--- src/spcc_pkg.sv ---
package spcc_pkg;
    // register indices; byte address is four times the index
    localparam logic [7:0] IDX_LINE_CTRL   = 8'h12;
    localparam logic [7:0] IDX_LINE_WIDTH  = 8'h13;
    localparam logic [7:0] IDX_FRAME_CTRL  = 8'h14;
    localparam logic [7:0] IDX_FRAME_WIDTH = 8'h15;
    localparam logic [7:0] IDX_LEAD_LINES  = 8'h16;
    localparam logic [7:0] IDX_TAIL_LINES  = 8'h17;
    localparam logic [7:0] IDX_FRZ_CLAMP   = 8'h18;
    localparam logic [7:0] IDX_CLAMP_POL   = 8'h1B;
    localparam logic [7:0] IDX_STATUS      = 8'h21;

    // field positions shared by line and frame control; FS_FILT, FS_WIDEN frame only
    localparam int SRC_OVR  = 7;
    localparam int SRC_SEL  = 6;
    localparam int POL_OVR  = 5;
    localparam int POL_USR  = 4;
    localparam int OUT_POL  = 3;
    localparam int FS_FILT  = 2;
    localparam int FS_WIDEN = 1;
    // freeze / clamp control
    localparam int FZ_SRC     = 7;
    localparam int FZ_POL_OVR = 6;
    localparam int FZ_POL_USR = 5;
    localparam int CL_SRC     = 4;
    localparam int CL_POL_OVR = 7;
    localparam int CL_POL_USR = 6;

    // reset values
    localparam logic [7:0] LINE_CTRL_RST   = 8'h18;
    localparam logic [7:0] LINE_WIDTH_RST  = 8'h20;
    localparam logic [7:0] FRAME_CTRL_RST  = 8'h18;
    localparam logic [7:0] FRAME_WIDTH_RST = 8'h0A;
    localparam logic [7:0] LEAD_LINES_RST  = 8'h00;
    localparam logic [7:0] TAIL_LINES_RST  = 8'h00;
    localparam logic [7:0] FRZ_CLAMP_RST   = 8'h20;
    localparam logic [7:0] CLAMP_POL_RST   = 8'h40;

    // sync input slots
    localparam int IN_LS  = 0;
    localparam int IN_SOG = 1;
    localparam int IN_FS  = 2;
    localparam int IN_SEP = 3;
    localparam int IN_FRZ = 4;
    localparam int IN_CLP = 5;
    localparam int N_IN   = 6;

    // bus
    localparam int         AXI_AW      = 10;
    localparam logic [1:0] RESP_OKAY   = 2'b00;
    localparam logic [1:0] RESP_SLVERR = 2'b10;

    typedef enum logic [1:0] {
        SPCC_WR_IDLE = 2'b01,
        SPCC_WR_RESP = 2'b10
    } spcc_wr_t;

    typedef enum logic [1:0] {
        SPCC_RD_IDLE = 2'b01,
        SPCC_RD_DATA = 2'b10
    } spcc_rd_t;
endpackage : spcc_pkg

--- src/spcc_ctrl.sv ---
// How it works
// - line polarity auto unless override set
// - user line polarity: 0 low, 1 high
// - line output polarity bit selects active level
// - line pulse starts on feedback tick, width clocks
// - frame source auto or pin/separator by select
// - frame polarity auto or user bit
// - frame output polarity bit selects active level
// - frame filter aligns frame sync to line sync
// - width enable picks register width or raw
// - frame width register, in line periods
// - freeze starts lead lines before frame sync
// - freeze holds tail lines after frame sync
// - freeze from internal window or pin
// - freeze pin polarity auto or user bit
// - clamp from internal timing or pin
// - clamp all channels while clamp active
// - line source pin or slicer by select when override set or both present, auto otherwise
// - clamp pin polarity auto or user bit
//
// The AXI4-Lite register port is this design's own decision.
`timescale 1ns/1ps
`default_nettype none
module spcc_ctrl #(
    parameter int W = 22
) (
    // clock and reset
    input  wire logic                        ref_clk,
    input  wire logic                        reset_n,
    // sync pins
    input  wire logic                        line_sync_in,
    input  wire logic                        sync_on_green_slicer_in,
    input  wire logic                        frame_sync_in,
    input  wire logic                        sep_frame_sync_in,
    input  wire logic                        freeze_in,
    input  wire logic                        clamp_in,
    // same-domain inputs
    input  wire logic                        fb_tick,
    input  wire logic                        int_clamp,
    // outputs
    output logic                             line_sync_out,
    output logic                             frame_sync_out,
    output logic                             freeze_out,
    output logic                             clamp_out,
    // axi4-lite
    input  wire logic [spcc_pkg::AXI_AW-1:0] awaddr,
    input  wire logic                        awvalid,
    output logic                             awready,
    input  wire logic [31:0]                 wdata,
    input  wire logic [3:0]                  wstrb,
    input  wire logic                        wvalid,
    output logic                             wready,
    output logic [1:0]                       bresp,
    output logic                             bvalid,
    input  wire logic                        bready,
    input  wire logic [spcc_pkg::AXI_AW-1:0] araddr,
    input  wire logic                        arvalid,
    output logic                             arready,
    output logic [31:0]                      rdata,
    output logic [1:0]                       rresp,
    output logic                             rvalid,
    input  wire logic                        rready
);
    import spcc_pkg::*;

    typedef struct packed {
        logic [N_IN-1:0]         s1;
        logic [N_IN-1:0]         s2;
        logic [N_IN-1:0]         s3;
        logic [N_IN-1:0][W-1:0]  hi;
        logic [N_IN-1:0][W-1:0]  lo;
        logic [N_IN-1:0][W-1:0]  idle;
        logic [N_IN-1:0]         pol;
        logic [7:0]              line_ctrl;
        logic [7:0]              line_width;
        logic [7:0]              frame_ctrl;
        logic [7:0]              frame_width;
        logic [7:0]              lead;
        logic [7:0]              tail;
        logic [7:0]              fc_ctrl;
        logic [7:0]              clamp_pol;
        logic                    ls_prev;
        logic                    ls_pulse;
        logic [7:0]              ls_cnt;
        logic                    ls_out;
        logic                    fs_filt;
        logic                    fs_prev;
        logic                    fs_wid;
        logic [7:0]              fs_cnt;
        logic                    fs_out;
        logic [11:0]             line_no;
        logic [11:0]             lines_frame;
        logic [7:0]              tail_cnt;
        logic                    frz_out;
        logic                    clp_out;
        spcc_wr_t                wr;
        logic                    aw_have;
        logic                    w_have;
        logic [7:0]              widx;
        logic                    walign;
        logic [7:0]              wbyte;
        logic                    wlane;
        logic                    awready;
        logic                    wready;
        logic                    bvalid;
        logic [1:0]              bresp;
        spcc_rd_t                rd;
        logic                    arready;
        logic                    rvalid;
        logic [7:0]              rdata;
        logic [1:0]              rresp;
    } spcc_st_t;

    spcc_st_t st_reg;
    spcc_st_t st_next;

    logic [N_IN-1:0] act;
    logic [7:0]      rd_idx;
    logic            both_ls, use_sog, use_sep, ls_pol, fs_pol, ls_act;
    logic            fs_act, ls_lead, fs_lead, fs_trail, pre_win, win;
    logic            frz_pol, clp_pol;

    // a sync counts as present while it toggled within the last 2^W clocks
    always_comb begin
        for (int i = 0; i < N_IN; i++) begin
            act[i] = ~&st_reg.idle[i];
        end
        both_ls = act[IN_LS] & act[IN_SOG];
        if (st_reg.line_ctrl[SRC_OVR] || both_ls) begin
            use_sog = st_reg.line_ctrl[SRC_SEL];
        end else begin
            use_sog = ~act[IN_LS] & act[IN_SOG];
        end
        if (st_reg.frame_ctrl[SRC_OVR]) begin
            use_sep = st_reg.frame_ctrl[SRC_SEL];
        end else begin
            use_sep = ~act[IN_FS] & act[IN_SEP];
        end
        if (st_reg.line_ctrl[POL_OVR]) begin
            ls_pol = st_reg.line_ctrl[POL_USR];
        end else begin
            ls_pol = use_sog ? st_reg.pol[IN_SOG] : st_reg.pol[IN_LS];
        end
        if (st_reg.frame_ctrl[POL_OVR]) begin
            fs_pol = st_reg.frame_ctrl[POL_USR];
        end else begin
            fs_pol = use_sep ? st_reg.pol[IN_SEP] : st_reg.pol[IN_FS];
        end
        ls_act = (use_sog ? st_reg.s2[IN_SOG] : st_reg.s2[IN_LS])
                 ~^ ls_pol;
        fs_act = (use_sep ? st_reg.s2[IN_SEP] : st_reg.s2[IN_FS])
                 ~^ fs_pol;
        ls_lead  = ls_act & ~st_reg.ls_prev;
        fs_lead  = st_reg.fs_filt & ~st_reg.fs_prev;
        fs_trail = ~st_reg.fs_filt & st_reg.fs_prev;
        // lead window guesses from last frame length; filters must match
        pre_win = (st_reg.lead != 8'h00) && (st_reg.lines_frame != 12'h000)
                  && ((st_reg.line_no + {4'h0, st_reg.lead})
                      >= st_reg.lines_frame);
        win = pre_win | st_reg.fs_filt
              | (st_reg.tail_cnt != 8'h00);
        frz_pol = st_reg.fc_ctrl[FZ_POL_OVR] ? st_reg.fc_ctrl[FZ_POL_USR]
                                             : st_reg.pol[IN_FRZ];
        clp_pol = st_reg.clamp_pol[CL_POL_OVR] ? st_reg.clamp_pol[CL_POL_USR]
                                               : st_reg.pol[IN_CLP];
    end

    function automatic logic [8:0] spcc_read(input logic [7:0] idx);
        logic [8:0] r;
        r = {1'b1, 8'h00};
        unique case (idx)
            IDX_LINE_CTRL:   r[7:0] = st_reg.line_ctrl;
            IDX_LINE_WIDTH:  r[7:0] = st_reg.line_width;
            IDX_FRAME_CTRL:  r[7:0] = st_reg.frame_ctrl;
            IDX_FRAME_WIDTH: r[7:0] = st_reg.frame_width;
            IDX_LEAD_LINES:  r[7:0] = st_reg.lead;
            IDX_TAIL_LINES:  r[7:0] = st_reg.tail;
            IDX_FRZ_CLAMP:   r[7:0] = st_reg.fc_ctrl;
            IDX_CLAMP_POL:   r[7:0] = st_reg.clamp_pol;
            IDX_STATUS:      r[7:0] = {use_sep, use_sog, st_reg.pol};
            default:         r[8]   = 1'b0;
        endcase
        return r;
    endfunction : spcc_read

    assign rd_idx = araddr[9:2];

    always_comb begin
        logic [8:0] rv;
        logic       hit;
        rv  = 9'h000;
        hit = 1'b0;
        st_next = st_reg;
        // pin synchronisers and per-input level timing
        st_next.s1 = {clamp_in, freeze_in, sep_frame_sync_in, frame_sync_in,
                      sync_on_green_slicer_in, line_sync_in};
        st_next.s2 = st_reg.s1;
        st_next.s3 = st_reg.s2;
        for (int i = 0; i < N_IN; i++) begin
            if (st_reg.s2[i] != st_reg.s3[i]) begin
                st_next.idle[i] = '0;
            end else if (act[i]) begin
                st_next.idle[i] = st_reg.idle[i] + 1'b1;
            end
            if (st_reg.s2[i] && !st_reg.s3[i]) begin
                st_next.pol[i] = st_reg.hi[i] < st_reg.lo[i];
                st_next.hi[i]  = '0;
                st_next.lo[i]  = '0;
            end else if (st_reg.s2[i] && ~&st_reg.hi[i]) begin
                st_next.hi[i] = st_reg.hi[i] + 1'b1;
            end else if (!st_reg.s2[i] && ~&st_reg.lo[i]) begin
                st_next.lo[i] = st_reg.lo[i] + 1'b1;
            end
        end
        // regenerated line sync, leading edge on the feedback tick, width counted in clocks
        st_next.ls_prev = ls_act;
        if (fb_tick && st_reg.line_width != 8'h00) begin
            st_next.ls_pulse = 1'b1;
            st_next.ls_cnt   = 8'h01;
        end else if (st_reg.ls_pulse) begin
            if (st_reg.ls_cnt == st_reg.line_width) begin
                st_next.ls_pulse = 1'b0;
            end else begin
                st_next.ls_cnt = st_reg.ls_cnt + 8'h01;
            end
        end
        st_next.ls_out = st_next.ls_pulse ~^ st_reg.line_ctrl[OUT_POL];
        // frame sync filter and width shaping
        if (!st_reg.frame_ctrl[FS_FILT] || ls_lead) begin
            st_next.fs_filt = fs_act;
        end
        st_next.fs_prev = st_reg.fs_filt;
        if (fs_lead && st_reg.frame_width != 8'h00) begin
            st_next.fs_wid = 1'b1;
            st_next.fs_cnt = 8'h00;
        end else if (st_reg.fs_wid && ls_lead) begin
            if (st_reg.fs_cnt == st_reg.frame_width - 8'h01) begin
                st_next.fs_wid = 1'b0;
            end else begin
                st_next.fs_cnt = st_reg.fs_cnt + 8'h01;
            end
        end
        st_next.fs_out = (st_reg.frame_ctrl[FS_WIDEN] ? st_next.fs_wid
                                                      : st_next.fs_filt)
                         ~^ st_reg.frame_ctrl[OUT_POL];
        // freeze window built from line counts within a frame
        if (fs_lead) begin
            st_next.lines_frame = st_reg.line_no;
            st_next.line_no     = 12'h000;
        end else if (ls_lead && ~&st_reg.line_no) begin
            st_next.line_no = st_reg.line_no + 12'h001;
        end
        if (fs_trail) begin
            st_next.tail_cnt = st_reg.tail;
        end else if (ls_lead && st_reg.tail_cnt != 8'h00) begin
            st_next.tail_cnt = st_reg.tail_cnt - 8'h01;
        end
        st_next.frz_out = st_reg.fc_ctrl[FZ_SRC]
                          ? (st_reg.s2[IN_FRZ] ~^ frz_pol) : win;
        // placement and duration counting of internal clamp lives outside
        st_next.clp_out = st_reg.fc_ctrl[CL_SRC]
                          ? (st_reg.s2[IN_CLP] ~^ clp_pol)
                          : int_clamp;
        // write channel: address and data may arrive in either order
        if (st_reg.awready && awvalid) begin
            st_next.aw_have = 1'b1;
            st_next.widx    = awaddr[9:2];
            st_next.walign  = awaddr[1:0] == 2'b00;
        end
        if (st_reg.wready && wvalid) begin
            st_next.w_have = 1'b1;
            st_next.wbyte  = wdata[7:0];
            st_next.wlane  = wstrb[0];
        end
        unique case (st_reg.wr)
            SPCC_WR_IDLE: begin
                if (st_reg.aw_have && st_reg.w_have) begin
                    // a dropped lane or unaligned address is refused, no change
                    hit = st_reg.wlane && st_reg.walign;
                    if (st_reg.wlane && st_reg.walign) begin
                        unique case (st_reg.widx)
                            IDX_LINE_CTRL:   st_next.line_ctrl   = st_reg.wbyte;
                            IDX_LINE_WIDTH:  st_next.line_width  = st_reg.wbyte;
                            IDX_FRAME_CTRL:  st_next.frame_ctrl  = st_reg.wbyte;
                            IDX_FRAME_WIDTH: st_next.frame_width = st_reg.wbyte;
                            IDX_LEAD_LINES:  st_next.lead        = st_reg.wbyte;
                            IDX_TAIL_LINES:  st_next.tail        = st_reg.wbyte;
                            IDX_FRZ_CLAMP:   st_next.fc_ctrl     = st_reg.wbyte;
                            IDX_CLAMP_POL:   st_next.clamp_pol   = st_reg.wbyte;
                            IDX_STATUS:      hit = 1'b1;
                            default:         hit = 1'b0;
                        endcase
                    end
                    st_next.bresp   = hit ? RESP_OKAY : RESP_SLVERR;
                    st_next.bvalid  = 1'b1;
                    st_next.aw_have = 1'b0;
                    st_next.w_have  = 1'b0;
                    st_next.wr      = SPCC_WR_RESP;
                end
            end
            SPCC_WR_RESP: begin
                if (bready) begin
                    st_next.bvalid = 1'b0;
                    st_next.wr     = SPCC_WR_IDLE;
                end
            end
        endcase
        st_next.awready = !st_next.aw_have && st_next.wr == SPCC_WR_IDLE;
        st_next.wready  = !st_next.w_have && st_next.wr == SPCC_WR_IDLE;

        // read channel: one read in flight, answer one cycle after take
        unique case (st_reg.rd)
            SPCC_RD_IDLE: begin
                if (arvalid) begin
                    rv = spcc_read(rd_idx);
                    st_next.rdata   = rv[7:0];
                    st_next.rresp   = (rv[8] && araddr[1:0] == 2'b00)
                                      ? RESP_OKAY : RESP_SLVERR;
                    st_next.rvalid  = 1'b1;
                    st_next.arready = 1'b0;
                    st_next.rd      = SPCC_RD_DATA;
                end
            end
            SPCC_RD_DATA: begin
                if (rready) begin
                    st_next.rvalid  = 1'b0;
                    st_next.arready = 1'b1;
                    st_next.rd      = SPCC_RD_IDLE;
                end
            end
        endcase
    end

    always_ff @(posedge ref_clk or negedge reset_n) begin
        if (!reset_n) begin
            st_reg             <= '0;
            st_reg.pol         <= '1;
            st_reg.line_ctrl   <= LINE_CTRL_RST;
            st_reg.line_width  <= LINE_WIDTH_RST;
            st_reg.frame_ctrl  <= FRAME_CTRL_RST;
            st_reg.frame_width <= FRAME_WIDTH_RST;
            st_reg.lead        <= LEAD_LINES_RST;
            st_reg.tail        <= TAIL_LINES_RST;
            st_reg.fc_ctrl     <= FRZ_CLAMP_RST;
            st_reg.clamp_pol   <= CLAMP_POL_RST;
            st_reg.wr          <= SPCC_WR_IDLE;
            st_reg.rd          <= SPCC_RD_IDLE;
            st_reg.awready     <= 1'b1;
            st_reg.wready      <= 1'b1;
            st_reg.arready     <= 1'b1;
        end else begin
            st_reg <= st_next;
        end
    end

    assign line_sync_out  = st_reg.ls_out;
    assign frame_sync_out = st_reg.fs_out;
    assign freeze_out     = st_reg.frz_out;
    assign clamp_out      = st_reg.clp_out;
    assign awready        = st_reg.awready;
    assign wready         = st_reg.wready;
    assign bvalid         = st_reg.bvalid;
    assign bresp          = st_reg.bresp;
    assign arready        = st_reg.arready;
    assign rvalid         = st_reg.rvalid;
    assign rresp          = st_reg.rresp;
    assign rdata          = {24'h000000, st_reg.rdata};
endmodule : spcc_ctrl
`default_nettype wire

--- config.mk ---
export PLATFORM = sky130hd
export DESIGN_NAME = spcc_ctrl
export DESIGN_NICKNAME = d
export VERILOG_FILES = /design/src/spcc_pkg.sv /design/src/spcc_ctrl.sv
export SDC_FILE = /design/constraint.sdc
export NUM_CORES = 1
export LEC_CHECK = 0
export BUFFER_PORTS_ARGS = -buffer_cell sky130_fd_sc_hd__buf_2
export CORE_ASPECT_RATIO = 0.9
export CORE_MARGIN = 2
export CORE_UTILIZATION = 45
export DETAILED_ROUTE_END_ITERATION = 10
export PLACE_DENSITY_LB_ADDON = 0.12
export SLEW_MARGIN = 20
export SYNTH_ARGS = -nofsm -noshare
export SYNTH_HDL_FRONTEND = slang
export SYNTH_SLANG_ARGS = --single-unit
--- constraint.sdc ---
create_clock -name ref_clk -period 2.87 [get_ports ref_clk]
set_input_delay 0.287 -clock ref_clk [delete_from_list [all_inputs] [get_ports ref_clk]]
set_output_delay 0.287 -clock ref_clk [all_outputs]
set_load 0.005 [all_outputs]
# --- After elaboration in Yosys (flattened, before gate mapping) ---
# Cells that the tools add are included.
totals:
  out_inout_bits: 45
  word_cells: 367
  ff_bits: 538
classes:
  bitwise: 17
  n_reduce_logical: 127
  muxes: 86
  add_sub_neg: 22
  magnitude_cmp: 7
  eq_ne: 45
op_table:
  columns: ["cell", "count"]
  rows:
  - ["2-to-1 mux 22 bit", 38]
  - ["adder 22 x 1 -> 22 bit, second input constant", 16]
  - ["AND reduction 22 bit", 16]
  - ["less-than comparator 22 bit", 6]
  - ["equality test 8 x 5 -> 1 bit, second input constant", 16]
  - ["one-hot mux 8 bit (9 select lines)", 1]
  - ["2-to-1 mux 9 bit", 4]
  - ["logical AND 1 bit", 32]
  - ["2-to-1 mux 8 bit", 4]
  - ["AND reduction 4 bit", 8]
  - ["nonzero test 2 bit", 16]
  - ["nonzero test 8 bit", 4]
  - ["zero test 1 bit", 31]
  - ["2-to-1 mux 1 bit", 26]
  - ["2-to-1 mux 12 bit", 2]
  - ["!= test 2 bit, second input constant", 12]
  - ["AND reduction 2 bit", 12]
  - ["OR reduction 9 bit", 2]
  - ["adder 8 x 1 -> 8 bit, second input constant", 2]
  - ["equality test 8 x 6 -> 1 bit, second input constant", 2]
  - ["equality test 8 bit", 2]
  - ["subtractor 8 x 1 -> 8 bit, second input constant", 2]
  - ["2-to-1 mux 14 bit", 1]
  - ["adder 12 x 1 -> 12 bit, second input constant", 1]
  - ["20 further kinds", 48]

# --- Logic depth before layout (Yosys ltp) ---
logic_depth:
  word_depth: 14
  mapped_depth: 15
  mapped_depth_nobuf: 15

# --- Worst setup path before layout ---
# No wires, ideal clock.
synth_path:
  path_type: "register to register"
  startpoint: "reg st_reg[63] (netlist name)"
  endpoint: "reg st_reg, in the netlist freeze_out"
  arrival_time_ns: 3.001
  synth_period_minus_slack_ns: 3.133
  stages_incl_launch_ff: 16
  required_ns: 2.738
  setup_slack_ns: -0.263
  setup_time_ns: 0.132
  cell_sequence: "dfrtp_1 -> ha_1 -> fa_1 -> a21o_1 -> a21oi_1 -> o21bai_1 -> a21oi_1 -> o21bai_1 -> a21oi_1 -> nor2_1 -> xor2_1 -> ha_1 -> a211o_1 -> a31oi_1 -> a211o_1 -> a32oi_1"
synth_lines:
  columns: ["element", "line", "source"]
  rows:
  - ["start, declared", "spcc_ctrl.sv:114", "spcc_st_t st_reg;"]
  - ["start signal, assigned", "spcc_ctrl.sv:352", "st_reg <= st_next;"]

==> summary.md <==
| Metric | Value |
|---|---|
| HPWL after detailed placement | roughly 50000 µm |
| Critical Path, Cell by Cell | ha_1 -> a21o_1 -> a21oi_2 -> o21bai_1 -> a21oi_2 -> o21bai_2 -> a211oi_2 -> nor2_1 -> xor2_1 -> ha_1 -> a21o_1 -> a211o_1 -> a31oi_1 -> a211o_1 -> a32oi_1 |
| Post-route clock period utilization | 110.1% |
| PwrDens | around 600 nW/µm² |
| Failing checks | negative setup slack |
| R2r setup slk | -0.29 ns |
| Vias in the first global route | between 20000 and 25000 |
| Total grt overflow | 0 |
| CP Class | flip-flop to flip-flop |
| Distinct cells, synth | 84 |
| Achievable clock frequency | 0.3165 GHz |
| Die width | between 200 and 300 µm |
| Vias per inst | roughly 5.4 |
| Worst-margin pin slew | ~1.1 ns |
| Largest cells by area after synthesis | dfrtp_1 (43%), ha_1 (7.3%), xnor2_1 (5.3%), nor2_1 (5.2%), xor2_1 (4.1%) |
| Pin count of the biggest net entering global routing | between 80 and 90 |
| Slew HR | 28.37% |
| CTS sink count | between 500 and 600 |
| Core Box Area | ~65000 µm² |
| Yosys Warn Count | 0 |
| Sequential area share after synthesis | between 40% and 50% |
| WHS | 0.1259 ns |
| Initial Utilization | 45.50% |
| Clock latency on the worst-skew pair | roughly 0.64 ns |
| Int Power | between 0.01 and 0.015 W |
| DP Area | 31710 µm² |
| Reg power frac | between 40% and 50% |
| Ys async rst share | 100.0% |
| First-pass GRT wire length | between 100000 and 150000 µm |
| Most common cell in the netlist | dfrtp_1 |
| Sw power | roughly 0.006 W |
| Dominant cell type by area after synthesis | dfrtp_1 |
| Clock root cell | clkbuf_16 |
| Mapped Cells | 3113 |
| CP max stage delay | about 0.38 ns |
| Top post-synthesis cells by count | dfrtp_1 (515), nor2_1 (410), nand2_1 (217) |
| Max Slew Vio Count | 0 |
| Avg Inst Size Synth | 9.570 µm² |
| Max cap viols | 0 |
| GRT Total Usage | around 21% |
| Ys flop type | dfrtp_1 |
| Sw frac | between 20% and 30% |
| Post-synth EDFFs | 0 |
| Worst Skew | between 0.03 and 0.04 ns |
| Worst setup EP type | flip-flop |
| Slowest CP cell | dfrtp_1 |
| Peak supply drop | 655.4 µV |
| Combinational share of power | between 10% and 20% |
| Final Hold Vio Count | 0 |
| CTS clk-pin slew, worst paths | approximately 0.070 ns |
| Routed len/inst | 16.42 µm |
| Arrival @ worst endpoint | roughly 3.7 ns |
| RSZ-0062 raised after global routing | true |
| #FFs+latches synth | between 500 and 600 |
| Startpoint types | flip-flop |
| Layout area overhead | 14.94% |
| Die Y | roughly 250 µm |
| Routed Antenna Nets | 0 |
| Max reg flops | 504 |
| Final setup viols | 1 |
| Synthesized area | around 30000 µm² |
| CTS tree | done |
| Nets | around 3600 |
| DRT iter0 DRCs | about 1400 |
| H-tree depth | 2 |
| First-pass detailed-route iteration total | 8 |
| Static Leak | around 16 nW |
| Hold Path Class | primary input to flip-flop |
| Outcome | finished, violations left |
| Final Cell Area | between 30000 and 40000 µm² |
| Layout cell share with drive strength beyond 1 | a little over an eighth |
| Residual DRC | 0 |
| CTS max path bufs | 3 |
| Die area | about 68000 µm² |
| Drt total wl | approximately 70000 µm |
| # IOs | approximately 120 |
| Initial antenna violation count | 5 |
| Placer Congestion | 0.8360 |
| Fill cells | around 5900 |
| Clock share of power | about two fifths |
| Post-synth top area share | 43.26% |
| Port Buf Inserts | 62 |
| PnR worst setup slack | -0.2896 ns |
| Final min period | approximately 3.2 ns |
| Critical Path Fanout Max | 2 |
| Row count | slightly below 90 |
| Data required, critical path | 3.36 ns |
| Vias post-DR | between 20000 and 25000 |
| CTS buffer count | a little under 60 |
## placed cells by master, fill, tap and decap left out, types with 83 or more instances in the layout
| cell type | instances |
|---|---|
| ha_1 | 170 |
| xor2_1 | 140 |
| nand4_1 | 101 |
| dfrtp_1 | 514 |
| buf_4 | 117 |
| nand2_1 | 217 |
| nand3_1 | 155 |
| mux2_2 | 83 |
| nor2_1 | 410 |
| o21ai_0 | 123 |
| inv_1 | 183 |
| xnor2_1 | 180 |
| a21oi_1 | 97 |
## what timing repair did
action / in CTS / in global routing
resized for setup: 1 / 19
setup endpoints to repair: 4 / 33
pin swaps: 0 / 8
hold buffers: 35 / 0
hold endpoints to repair: 88 / 0
setup buffers: 0 / 4
## worst max-delay path, delay by kind of cell (launching register included)
kind | cells | cell delay [ns]
AO/OA/AOI/OAI | 11 | 1.81
adder cells (fa/ha/maj) | 2 | 0.62
flip-flops | 1 | 0.38
XOR/XNOR | 1 | 0.15
AND/OR/NAND/NOR | 1 | 0.08
## layout make-up
class / count / area [µm²] / share of cell area (%)
clock inverter: 26 / 337.8 / 0.9865
timing repair buffer: 219 / 1649 / 4.816
tap: 864 / 1081 / 3.157
inverter: 187 / 701.9 / 2.050
clock buffer: 82 / 1714 / 5.006
sequential: 534 / 13390 / 39.10
multi-input combinational: 2304 / 15360 / 44.87
antenna: 3 / 7.507 / 0.02192
## routing by layer
| metal | up-vias | track usage (%) | share of wire, % |
|---|---|---|---|
| li1 | 11190 | - | - |
| met1 | 11260 | 30.25 | 50 |
| met2 | 396 | 31.64 | 43 |
| met3 | 72 | 3.499 | 4.9 |
| met4 | 2 | 4.706 | 1.6 |
| met5 | - | 0 | 0.0072 |
## worst paths after layout
| check | from | end | depth (start not counted) |
|---|---|---|---|
| max in group asynchronous | reset_n | st_reg[133] | 3 |
| hold reg to reg | st_next[572] | st_next[566] | 0 |
| hold / removal | fb_tick | st_reg[90] | 3 |
| min in group asynchronous | reset_n | st_reg[352] | 2 |
| setup / recovery | st_reg[123] | freeze_out | 15 |
| setup reg to reg | st_reg[123] | freeze_out | 15 |
## per-stage QoR
stage / setup WS [ns] / power (W) / TNS (ns) / util, % / instances
after CTS: -0.2655 / 0.02065 / -0.2655 / 52.11 / 4212
after detailed placement: -0.2160 / 0.01247 / -0.2787 / 48.43 / 4069
final: -0.2896 / 0.02039 / -0.2896 / 52.30 / 4219
after floorplan: -0.06257 / 0.01116 / -0.1383 / - / 3138
after global routing: -0.4385 / 0.02152 / -0.4804 / 52.29 / 4217
after global placement: -0.2198 / 0.01236 / -0.2207 / 48.43 / 4069
## logic make-up after synthesis
logic type / after synthesis / share of synthesized area (%)
AO/OA/AOI/OAI: 438 / 9.449
XOR/XNOR: 321 / 9.483
adder cells (fa/ha/maj): 174 / 7.333
buffers and inverters: 300 / 4.254
flip-flops: 534 / 44.93
multiplexers: 109 / 4.103
other: 1 / 0.01259
AND/OR/NAND/NOR: 1236 / 20.43
## power by group through the flow
stage / Sequential [W] / Clock [W] / Combinational [W]
CTS: 0.00908 / 0.00823 / 0.00334
detailed placement: 0.00921 / 0 / 0.00326
global route: 0.00920 / 0.00856 / 0.00377
floorplan: 0.00884 / 0 / 0.00232
finish: 0.00909 / 0.00799 / 0.00331
global placement: 0.00919 / 0 / 0.00317
Note: power is estimated with default switching activity, not from simulation.
